===== config.mk =====
export PLATFORM = sky130hd
export DESIGN_NAME = pwm_timer_compare_capture_regs
export DESIGN_NICKNAME = d
export VERILOG_FILES = /design/src/include/pwm_timer_regs_pkg.sv /design/src/pwm_timer_compare_capture_regs.sv
export SDC_FILE = /design/constraint.sdc
export NUM_CORES = 1
export LEC_CHECK = 0
export BUFFER_PORTS_ARGS = -buffer_cell sky130_fd_sc_hd__buf_4
export CAP_MARGIN = 15
export CORE_MARGIN = 2
export CORE_UTILIZATION = 47
export DETAILED_ROUTE_END_ITERATION = 8
export GPL_ROUTABILITY_DRIVEN = 1
export RECOVER_POWER = 100
export SKIP_CTS_REPAIR_TIMING = 1
export SKIP_LAST_GASP = 1
export SYNTH_ARGS = -nofsm -noshare
export SYNTH_HDL_FRONTEND = slang
export SYNTH_SLANG_ARGS = --single-unit

===== constraint.sdc =====
create_clock -name core_clk -period 3.2 [get_ports core_clk]
set_clock_uncertainty 0.1 [all_clocks]
set_input_delay 0.16 -clock core_clk [delete_from_list [all_inputs] [get_ports core_clk]]
set_output_delay 0.16 -clock core_clk [all_outputs]
set_load 0.05 [all_outputs]

===== src/include/pwm_timer_regs_pkg.sv =====
// Register map, field layout and carrier types for the PWM compare block
package pwm_timer_regs_pkg;

    // Bus geometry
    localparam int unsigned PADDR_W     = 18;
    localparam int unsigned DATA_W      = 32;
    localparam int unsigned CNT_W       = 16;
    localparam int unsigned UNITS       = 2;
    localparam int unsigned SLOTS       = 8;
    localparam int unsigned CMP_REGS    = 4;

    // Register indices; byte address is four times the index
    localparam logic [15:0] IDX_T0_CMP0 = 16'hff84;
    localparam logic [15:0] IDX_T0_CMP1 = 16'hff86;
    localparam logic [15:0] IDX_T0_CMP2 = 16'hff8a;
    localparam logic [15:0] IDX_T0_CMP3 = 16'hff90;
    localparam logic [15:0] IDX_T1_CMP0 = 16'hff9c;
    localparam logic [15:0] IDX_T1_CMP1 = 16'hffb0;
    localparam logic [15:0] IDX_T1_CMP2 = 16'hffb2;
    localparam logic [15:0] IDX_T1_CMP3 = 16'hffb4;
    localparam logic [15:0] IDX_T0_DUAL = 16'hffa0;
    localparam logic [15:0] IDX_T1_DUAL = 16'hffa2;
    localparam logic [15:0] IDX_T0_CTL  = 16'hffc0;
    localparam logic [15:0] IDX_T1_CTL  = 16'hffc2;
    localparam logic [15:0] IDX_T0_IOC  = 16'hffc4;
    localparam logic [15:0] IDX_T1_IOC  = 16'hffc6;
    localparam logic [15:0] IDX_T0_CNT  = 16'hffc8;
    localparam logic [15:0] IDX_T1_CNT  = 16'hffca;

    // Slot numbers inside one unit
    localparam logic [2:0] SLOT_DUAL    = 3'h4;
    localparam logic [2:0] SLOT_CTL     = 3'h5;
    localparam logic [2:0] SLOT_IOC     = 3'h6;
    localparam logic [2:0] SLOT_CNT     = 3'h7;

    // Index table, [unit][slot]
    localparam logic [15:0] IDX_TABLE [UNITS][SLOTS] = '{
        '{IDX_T0_CMP0, IDX_T0_CMP1, IDX_T0_CMP2, IDX_T0_CMP3,
          IDX_T0_DUAL, IDX_T0_CTL, IDX_T0_IOC, IDX_T0_CNT},
        '{IDX_T1_CMP0, IDX_T1_CMP1, IDX_T1_CMP2, IDX_T1_CMP3,
          IDX_T1_DUAL, IDX_T1_CTL, IDX_T1_IOC, IDX_T1_CNT}};

    // Control register fields
    localparam int unsigned CTL_RUN_BIT     = 0;
    localparam int unsigned CTL_PERIOD_BIT  = 1;
    localparam int unsigned CTL_CAPTURE_BIT = 2;
    localparam int unsigned CTL_ILOCK2_BIT  = 3;
    localparam int unsigned CTL_LDSEL_LO    = 4;
    localparam int unsigned CTL_LDSEL_HI    = 5;

    // Output control fields
    localparam int unsigned IOC_EN_A_BIT    = 0;
    localparam int unsigned IOC_EN_B_BIT    = 1;
    localparam int unsigned IOC_INV_A_BIT   = 2;
    localparam int unsigned IOC_INV_B_BIT   = 3;

    localparam logic [CNT_W-1:0] REG_RESET  = 16'h0000;
    localparam logic [1:0]       FULL_WORD  = 2'b11;

    // Unit control, as software writes it
    typedef struct packed {
        logic [1:0] comparator_load_select;
        logic       interlock_two;
        logic       op_control_two;
        logic       period_select_bit;
        logic       count_run_bit;
    } unit_ctrl_t;

    localparam unit_ctrl_t CTRL_RESET = '0;

    // Output control
    typedef struct packed {
        logic inv_b;
        logic inv_a;
        logic en_b;
        logic en_a;
    } unit_ioc_t;

    localparam unit_ioc_t IOC_RESET = '0;

    // Address decode result
    typedef struct packed {
        logic       hit;
        logic       unit;
        logic [2:0] slot;
    } reg_sel_t;

endpackage : pwm_timer_regs_pkg


===== src/pwm_timer_compare_capture_regs.sv =====
// Two PWM timer units with buffered compare and capture registers
`timescale 1ns/10ps

// Behaviour
// - Each unit counts on a 16-bit up-counter, matched and captured.
// - Four compare registers per unit and two output pins per unit.
// - Unit one has compare registers 0,1,2,3 and one output control.
// - Dual-role register is 16 bits, capture or compare.
// - A control bit selects capture or compare mode for dual-role register.
// - Compare and dual-role registers take whole 16-bit words only.
// - Reset clears every compare and dual-role register to zero.
// - Dual-role writes while running in compare mode wait in a buffer until reload.
// - Compare writes while running wait in a buffer until reload.
// - Period select 0: reload when counter equals compare register one.
// - Period select 1: reload when counter equals compare register three.
// - Interlock mode two: dual-role buffer loads on selected comparator event.
// - Interlock mode two: compare buffers load on selected comparator event.
// - Rewriting an unchanged value is a normal buffered write.
// - Capture mode copies counter into dual-role register on trigger.
// - Capture trigger is a comparator output edge or external irq zero.
// - Run bit 0 stops counter at zero; 1 enables counting.
module pwm_timer_compare_capture_regs
    import pwm_timer_regs_pkg::*;
(
    input  wire logic               core_clk,
    input  wire logic               arst_n,
    input  wire logic               psel,
    input  wire logic               penable,
    input  wire logic               pwrite,
    input  wire logic [PADDR_W-1:0] paddr,
    input  wire logic [DATA_W-1:0]  pwdata,
    input  wire logic [3:0]         pstrb,
    output logic      [DATA_W-1:0]  prdata,
    output logic                    pready,
    output logic                    pslverr,
    input  wire logic [2:0]         comparator_out,
    input  wire logic               external_irq_zero,
    output logic                    unit0_output_a,
    output logic                    unit0_output_b,
    output logic                    unit1_output_a,
    output logic                    unit1_output_b,
    output logic      [UNITS-1:0]   adc_trigger
);

    // Slots 0..3 compare registers, slot 4 the dual-role register
    localparam int unsigned BUF_N = CMP_REGS + 1;

    logic [CNT_W-1:0]  cnt_q     [UNITS];
    logic [CNT_W-1:0]  act_q     [UNITS][BUF_N];
    logic [CNT_W-1:0]  buf_q     [UNITS][BUF_N];
    logic [BUF_N-1:0]  pend_q    [UNITS];
    unit_ctrl_t        ctrl_q    [UNITS];
    unit_ioc_t         ioc_q     [UNITS];
    logic [1:0]        out_q     [UNITS];
    logic [UNITS-1:0]  adc_q;
    logic [3:0]        src_q;
    logic [3:0]        src_rise;
    logic [DATA_W-1:0] prdata_q;
    logic              pslverr_q;
    logic [DATA_W-1:0] rdata_d;
    logic              err_d;
    reg_sel_t          sel;
    logic              wr_en;

    // Map a word index onto unit and slot
    function automatic reg_sel_t decode(input logic [PADDR_W-1:0] addr);
        reg_sel_t r;
        r = '0;
        for (int u = 0; u < UNITS; u++)
        begin
            for (int s = 0; s < SLOTS; s++)
            begin
                if (addr[1:0] == 2'b00 &&
                    addr[PADDR_W-1:2] == IDX_TABLE[u][s])
                begin
                    r.hit  = 1'b1;
                    r.unit = u[0];
                    r.slot = s[2:0];
                end
            end
        end
        return r;
    endfunction : decode

    assign sel = decode(paddr);

    // Read data and error picked during setup, shown in access
    always_comb
    begin
        rdata_d = '0;
        err_d   = !sel.hit;
        if (sel.hit)
        begin
            if (sel.slot < SLOT_CTL)
            begin
                rdata_d[CNT_W-1:0] = act_q[sel.unit][sel.slot];
                // Byte writes refused on value registers
                err_d = pwrite && (pstrb[1:0] != FULL_WORD);
            end
            else if (sel.slot == SLOT_CTL)
            begin
                rdata_d[$bits(unit_ctrl_t)-1:0] = ctrl_q[sel.unit];
            end
            else if (sel.slot == SLOT_IOC)
            begin
                rdata_d[$bits(unit_ioc_t)-1:0] = ioc_q[sel.unit];
            end
            else
            begin
                rdata_d[CNT_W-1:0] = cnt_q[sel.unit];
                err_d = pwrite; // Counter is read only
            end
        end
    end

    // Registered answer; zero wait states so pready stays high
    always_ff @(posedge core_clk or negedge arst_n)
    begin
        if (!arst_n)
        begin
            prdata_q  <= '0;
            pslverr_q <= 1'b0;
        end
        else if (psel && !penable)
        begin
            prdata_q  <= pwrite ? '0 : rdata_d;
            pslverr_q <= err_d;
        end
    end

    assign prdata  = prdata_q;
    assign pslverr = pslverr_q;
    assign pready  = 1'b1;

    // Write commits only at the completing access edge
    assign wr_en = psel && penable && pwrite && sel.hit && !pslverr_q;

    // Event sources: comparators 0..2 and external irq zero
    always_ff @(posedge core_clk or negedge arst_n)
    begin
        if (!arst_n)
        begin
            src_q <= '0;
        end
        else
        begin
            src_q <= {external_irq_zero, comparator_out};
        end
    end

    // Rising edge counts as a detected event
    assign src_rise = {external_irq_zero, comparator_out} & ~src_q;

    // Adc trigger pulses come from flip-flops
    assign adc_trigger    = adc_q;
    assign unit0_output_a = out_q[0][0];
    assign unit0_output_b = out_q[0][1];
    assign unit1_output_a = out_q[1][0];
    assign unit1_output_b = out_q[1][1];

    genvar g;
    genvar k;
    generate
        for (g = 0; g < UNITS; g++)
        begin : g_unit
            logic             run;
            logic             capture_mode;
            logic             period_match;
            logic             load_evt;
            logic             reload;
            logic             unit_wr;
            logic [CNT_W-1:0] period_val;

            assign run          = ctrl_q[g].count_run_bit;
            assign capture_mode = ctrl_q[g].op_control_two;
            // Period end is compare register three or one
            assign period_val   = ctrl_q[g].period_select_bit ?
                                  act_q[g][3] : act_q[g][1];
            assign period_match = run && (cnt_q[g] == period_val);
            assign load_evt     =
                src_rise[ctrl_q[g].comparator_load_select];
            // One strobe reloads every buffer of the unit
            assign reload = run && (ctrl_q[g].interlock_two ?
                            load_evt : period_match);
            assign unit_wr = wr_en && (sel.unit == g[0]);

            // Counter clears on period match, holds zero when stopped
            always_ff @(posedge core_clk or negedge arst_n)
            begin
                if (!arst_n)
                begin
                    cnt_q[g] <= REG_RESET;
                end
                else if (!run)
                begin
                    cnt_q[g] <= REG_RESET;
                end
                else if (period_match)
                begin
                    cnt_q[g] <= REG_RESET;
                end
                else
                begin
                    cnt_q[g] <= cnt_q[g] + 16'h0001;
                end
            end

            // Control and output control registers
            always_ff @(posedge core_clk or negedge arst_n)
            begin
                if (!arst_n)
                begin
                    ctrl_q[g] <= CTRL_RESET;
                    ioc_q[g]  <= IOC_RESET;
                end
                else if (unit_wr && sel.slot == SLOT_CTL)
                begin
                    ctrl_q[g] <= pwdata[$bits(unit_ctrl_t)-1:0];
                end
                else if (unit_wr && sel.slot == SLOT_IOC)
                begin
                    ioc_q[g] <= pwdata[$bits(unit_ioc_t)-1:0];
                end
            end

            for (k = 0; k < BUF_N; k++)
            begin : g_reg
                logic slot_wr;
                logic is_dual;

                assign slot_wr = unit_wr && (sel.slot == 3'(k));
                assign is_dual = (k == BUF_N - 1);

                // Buffer catches every running write except capture-mode dual-role, same value too
                always_ff @(posedge core_clk or negedge arst_n)
                begin
                    if (!arst_n)
                    begin
                        buf_q[g][k]  <= REG_RESET;
                        pend_q[g][k] <= 1'b0;
                    end
                    else if (slot_wr && run &&
                             !(is_dual && capture_mode))
                    begin
                        buf_q[g][k]  <= pwdata[CNT_W-1:0];
                        pend_q[g][k] <= 1'b1;
                    end
                    else if (reload || !run)
                    begin
                        pend_q[g][k] <= 1'b0;
                    end
                end

                // Active value: direct when stopped or capture-mode dual-role, else at reload
                always_ff @(posedge core_clk or negedge arst_n)
                begin
                    if (!arst_n)
                    begin
                        act_q[g][k] <= REG_RESET;
                    end
                    else if (is_dual && capture_mode &&
                             run && load_evt)
                    begin
                        act_q[g][k] <= cnt_q[g];
                    end
                    else if (slot_wr &&
                             (!run || (is_dual && capture_mode)))
                    begin
                        act_q[g][k] <= pwdata[CNT_W-1:0];
                    end
                    else if (reload && pend_q[g][k])
                    begin
                        act_q[g][k] <= buf_q[g][k];
                    end
                end
            end

            // Two outputs per unit, enabled and optionally inverted
            always_ff @(posedge core_clk or negedge arst_n)
            begin
                if (!arst_n)
                begin
                    out_q[g] <= 2'b00;
                end
                else
                begin
                    out_q[g][0] <= ioc_q[g].en_a &&
                        ((run && cnt_q[g] < act_q[g][0]) ^
                         ioc_q[g].inv_a);
                    out_q[g][1] <= ioc_q[g].en_b &&
                        ((run && cnt_q[g] < act_q[g][2]) ^
                         ioc_q[g].inv_b);
                end
            end

            // Adc start pulse on dual-role match in compare mode
            always_ff @(posedge core_clk or negedge arst_n)
            begin
                if (!arst_n)
                begin
                    adc_q[g] <= 1'b0;
                end
                else
                begin
                    adc_q[g] <= run && !capture_mode &&
                                (cnt_q[g] == act_q[g][BUF_N-1]);
                end
            end
        end
    endgenerate

endmodule : pwm_timer_compare_capture_regs


Yosys cells after proc, flatten, opt, wreduce, memory -nomap -nowiden
Index checks and enable logic that the tools add are counted.
{"block": "totals", "regBits": 425, "input_bits": 63, "out_inout_bits": 40, "wordCells": 319}
{"block": "op_classes", "add_sub_neg": 2, "n_lt_le_gt_ge": 9, "eq_ne": 27, "n_mux": 88, "bitwise_logic": 11, "reduce_logical": 125}
{"operator": "16-bit two-way mux", "count": 36}
{"operator": "16-bit equality test, second input constant", "count": 16}
{"operator": "80-bit two-way mux", "count": 3}
{"operator": "1-bit logical AND", "count": 90}
{"operator": "5-bit two-way mux", "count": 16}
{"operator": "16-bit equality test", "count": 4}
{"operator": "16-bit less-than comparator", "count": 4}
{"operator": "16-bit binary-select mux with 3-bit select", "count": 1}
{"operator": "2-bit nonzero test", "count": 18}
{"operator": "16-bit by 1-bit adder with 16-bit output, second input constant", "count": 2}
{"operator": "6-bit two-way mux", "count": 4}
{"operator": "1-bit two-way mux", "count": 20}
{"operator": "4-bit two-way mux", "count": 4}
{"operator": "12-bit two-way mux", "count": 1}
{"operator": "10-bit two-way mux", "count": 1}
{"operator": "3-bit equality test, second input constant", "count": 3}
{"operator": "1-bit logical NOT", "count": 7}
{"operator": "3-bit by 2-bit equality test with 1-bit output, second input constant", "count": 2}
{"operator": "2-bit by 3-bit less-than comparator with 1-bit output, second input constant", "count": 2}
{"operator": "3-bit nonzero test", "count": 2}
{"operator": "4-bit bitwise AND", "count": 1}
{"operator": "1-bit binary-select mux with 2-bit select", "count": 2}
{"operator": "4-bit greater-or-equal comparator, second input constant", "count": 1}
{"operator": "1-bit logical OR", "count": 4}
{"operator": "12 further kinds", "count": 18}

Longest topological paths before layout
{"block": "depth", "word_depth": 28, "ltp_mapped": 12, "depth_no_buf": 10}

Least setup slack after synthesis
No wires, ideal clock.
{"block": "synth_timing", "kind": "register to register", "start": "register ctrl_q[7] (netlist name)", "end": "register act_q[85] (netlist name)", "t_arrival_ns": 2.720, "slack_ns": 0.254, "path_stages_with_launch": 12, "path_buffers": 3, "period_less_slack_ns": 2.946, "cell_sequence": "dfrtp_1 > buf_2 > buf_2 > mux2i_1 > xnor2_1 > nor4_1 > nand2_1 > o31ai_2 > nand3_2 > buf_2 > mux2_2 > a221o_1"}
{"block": "synth_via", "elab_chain_cells": 7}
{"element": "from (decl)", "line": "pwm_timer_compare_capture_regs.sv:52", "source": "unit_ctrl_t ctrl_q [UNITS];"}
{"element": "from (signal, indexed assignment)", "line": "pwm_timer_compare_capture_regs.sv:218", "source": "ctrl_q[g] <= pwdata[$bits(unit_ctrl_t)-1:0];"}
{"element": "16-bit two-way mux", "line": "pwm_timer_compare_capture_regs.sv:177", "source": "assign period_val = ctrl_q[g].period_select_bit ?"}
{"element": "16-bit equality test", "line": "pwm_timer_compare_capture_regs.sv:179", "source": "assign period_match = run && (cnt_q[g] == period_val);"}
{"element": "1-bit logical AND", "line": "pwm_timer_compare_capture_regs.sv:179"}
{"element": "1-bit two-way mux", "line": "pwm_timer_compare_capture_regs.sv:183", "source": "assign reload = run && (ctrl_q[g].interlock_two ?"}
{"element": "1-bit logical AND", "line": "pwm_timer_compare_capture_regs.sv:183"}
{"element": "1-bit logical AND", "line": "pwm_timer_compare_capture_regs.sv:271", "source": "else if (reload && pend_q[g][k])"}
{"element": "3-bit nonzero test (no source line)"}
{"element": "to (signal, indexed assignment)", "line": "pwm_timer_compare_capture_regs.sv:264", "source": "act_q[g][k] <= cnt_q[g];"}
{"element": "to (signal, indexed assignment)", "line": "pwm_timer_compare_capture_regs.sv:269", "source": "act_q[g][k] <= pwdata[CNT_W-1:0];"}
{"element": "to (signal, indexed assignment)", "line": "pwm_timer_compare_capture_regs.sv:273", "source": "act_q[g][k] <= buf_q[g][k];"}
{"element": "to (decl)", "line": "pwm_timer_compare_capture_regs.sv:49", "source": "logic [CNT_W-1:0] act_q [UNITS][BUF_N];"}
Every way passes these cells.
A chain may end at the register's enable or synchronous reset.

Worst setup path after layout
{"block": "layout_timing", "start": "register ctrl_q[1] (netlist name)", "end": "register act_q[8] (netlist name)"}
Same word-level chain as after synthesis.

==> impl_results.md <==
- Tmin final: 3130 ps
- Vias/cell: 6.32
- Final Power: 11.2 mW
- Buffers & Inverters on Critical Path: 3
- Top FF cell, synth: dfrtp_1
- Outcome: finished with violations
- CTS buffer count: 46
- Cells after Synth: 2063
- Routed Antenna Nets: 0
- Final HPWL DP: 56200 µm
- Starting Density: 47.4%
- Violated checks: hold timing, capacitance limit, slew limit
- Initial antenna violation count: 4
- Synth area leaders: dfrtp_1 45%, mux2_2 9.9%, mux2i_1 5.8%
- Worst Path Arrival: 3500 ps
- I/O Pins: 103
- Combinational power share: 3.8%
- First-pass GRT wire length: 117000 µm
- Reg power frac: 46.3%
- Layout cells sized above 1: 22.4%
- CTS H-tree depth: 2
- Max-cap violations: 1
- Fillers: 4124
- Pwr Density: 433 nW/µm²
- Root buffer cell: clkbuf_16
- Clock Tree Buf Depth: 3
- Die footprint: 49700 µm²
- R2R Path End: act_q[8]
- Met3 WL: 6630 µm
- Ant. Diodes: 0
- Worst hold stages: 5
- Port bufs: 67
- Final setup fails: 0
- Chip Width: 223 µm
- DR vias: 17703
- Maximum VDD drop: 0.000390 V
- Delay-heaviest family, CP: simple AND/OR/NAND/NOR gates
- Post-synthesis cell type count: 80
- Clock share of power: 49.9%
- Max Fclk: 0.320 GHz
- Most frequent cell after synthesis: dfrtp_1
- Clock latency at the later pin of the worst-skew pair: 600 ps
- Slew HR: -56.1%
- DR WL/cell: 28.8 µm
- CTS sink cnt: 409
- Total gr overflow: 0
- Vias in the first global route: 16859
- Post-Syn Area: 22500 µm²
- Met1 wire length: 35000 µm
- WL final: 80500 µm
- Most used cell, CP: buf_12
- Routability cong.: 0.979
- Residual DRC count: 0
- Die height: 223 µm
- Max incr delay on CP: 470 ps
- Core outline area: 47500 µm²
- Seq/Total Area, Yosys: 45.4%
- Hold-critical path endpoint: pslverr
- Startpoint Class: flop
- # rows: 80
- Unrepaired setup endpoints after global routing: true
- DR iter-0 viols: 1990
- Fin nets: 2276
- Syn. warnings: 0
- FF-to-FF setup slack: 70 ps
- Hold Crit Class: primary input to flop
- Hold_sp: pstrb[1]
- Area Growth Syn to Fin: 14.7%
- Period utilization: 97.8%
- CP Class: flop to flop
- R2R Path Start: ctrl_q[1]
- Pins Over Slew Limit: 70
- Fin Hold WS: -13.9 ps
- Most instantiated cells after synthesis: 409 x dfrtp_1, 199 x mux2_2, 130 x mux2i_1, 111 x clkbuf_1, 111 x nor2_1
- TritonCTS clock tree: built
- Largest net degree at the start of global routing: 84
- Worst-Margin Slew: 2340 ps
- CP endpoint kind: flop
- Drt pass-1 iters: 5
- Tot GR Track Use: 32.4%
- Max FO, Critical Path: 18
- Seq cells post-synth: 409
- CP Cell Sequence: buf_12, mux2i_1, xnor2_1, nor4_1, nand3_1, or3_1, buf_4, nand2_1, a221oi_2, buf_12, mux2_1
- Ys async rst share: 100%
- Yosys top cell area share: 45.4%
- FF-to-FF path depth: 11
- Number of synthesized flops with an enable pin: 0
- CP max stage cell: or3_1
- Top sig layer: met4
- Clock transition at path regs: 60 ps
- Cell taking the most area after synthesis: dfrtp_1
- Net Sw Frac: 23.3%
- Syn_area_per_cell: 10.9 µm²
- Int Pwr: 8.58 mW
- Routed met2 length: 35100 µm
- Required @ worst endpoint: 3570 ps
- NetSw: 2.61 mW
- Final Hold Vio Count: 1
- Worst setup path startpoint: ctrl_q[1]
- Pleak: 12.8 nW
==> placed cells by master (no fill, tap or decap), types with 36 or more instances in the layout <==
master / synthesis / routed
a21o_1: 57 / 57
mux2i_1: 130 / 125
nand4_1: 36 / 36
buf_4: 22 / 147
inv_1: 66 / 66
ha_1: 62 / 62
clkbuf_1: 111 / 41
nor2_1: 111 / 109
a21oi_1: 62 / 61
dfrtp_1: 409 / 408
xnor2_1: 56 / 56
clkbuf_16: 0 / 48
a221o_1: 79 / 79
xor2_1: 38 / 38
and3_1: 92 / 92
mux2_2: 199 / 199
nand2_1: 86 / 86
==> power groups by stage <==
stage | combinational, mW | sequential [mW] | clock (mW)
floorplan | 0.154 | 5.28 | 0
global placement | 0.423 | 5.27 | 0
detailed placement | 0.426 | 5.27 | 0
CTS | 0.426 | 5.18 | 5.66
global route | 0.453 | 5.18 | 5.88
finish | 0.422 | 5.18 | 5.59
==> per-stage QoR <==
| step | setup slack [ps] | std cells | TNS [ps] | area [µm²] | util (%) |
|---|---|---|---|---|---|
| 6_report | 70.5 | 2801 | 0 | 25800 | 54.3 |
| 5_1_grt | -20.6 | 2801 | -137 | 25800 | 54.3 |
| 4_1_cts | -33.5 | 2787 | -673 | 25800 | 54.3 |
| 3_5_place_dp | 0.844 | 2704 | 0 | 24200 | 51.0 |
| 3_3_place_gp | 1.65 | 2704 | 0 | 24200 | 51.0 |
| 2_1_floorplan | 254 | 2078 | 0 | 22600 | - |
==> metal layers <==
metal / GRT usage (%) / vias to the layer above
met5: 0 / -
met4: 14.2 / 0
li1: - / 7720
met3: 5.22 / 176
met1: 46.4 / 8999
met2: 48.8 / 808
==> cell families (layout without fill, tap and decap cells) <==
| kind of cell | after synthesis | after routing | share of synthesized area, % |
|---|---|---|---|
| buf+inv | 256 | 364 | 4.96 |
| flops | 409 | 409 | 45.4 |
| fa+ha+maj | 62 | 62 | 3.44 |
| compound gates | 421 | 421 | 14.4 |
| simple gates | 473 | 473 | 11.3 |
| xor+xnor | 94 | 94 | 3.66 |
| other cells | 2 | 17 | 0.0333 |
| mux | 346 | 346 | 16.7 |
==> tightest hold or removal path, cell delays in order <==
cell and delay [ps]:
buf_4 110, nand2_1 60, a32o_1 120, a21oi_1 60, o21ai_0 130
==> registers in the layout (all words and copies together) (netlist names) <==
| name | flops |
|---|---|
| act_q | 160 |
| buf_q | 160 |
| cnt_q | 32 |
| prdata | 16 |
| pend_q | 10 |
| ctrl_q | 8 |
| ioc_q | 8 |
| src_q | 4 |
| adc_trigger | 2 |
| g_unit.capture_mode | 2 |
| g_unit.run | 2 |
| pslverr | 1 |
| unit0_output_a | 1 |
| unit0_output_b | 1 |
| unit1_output_a | 1 |
| unit1_output_b | 1 |
==> how the worst max path moves through the flow <==
| stage | end | slack, ps | cells after the start |
|---|---|---|---|
| 2_1_floorplan | act_q[85] | 250 | 11 |
| 3_3_place_gp | act_q[28] | 2 | 9 |
| 3_5_place_dp | act_q[85] | 0.8 | 10 |
| 4_1_cts | act_q[125] | -30 | 10 |
| 5_1_grt | act_q[91] | -20 | 12 |
| 6_report | act_q[8] | 70 | 11 |
==> final cells by class <==
class,count,area (µm²),area share (%)
Sequential cell,409,10200,39.6
Multi-Input combinational cell,1413,11300,43.7
Tap cell,615,769,2.98
Clock inverter,19,258,0.998
Inverter,66,248,0.959
Clock buffer,64,1330,5.15
Timing Repair Buffer,215,1720,6.64
Power figures use the tool's default switching activity.
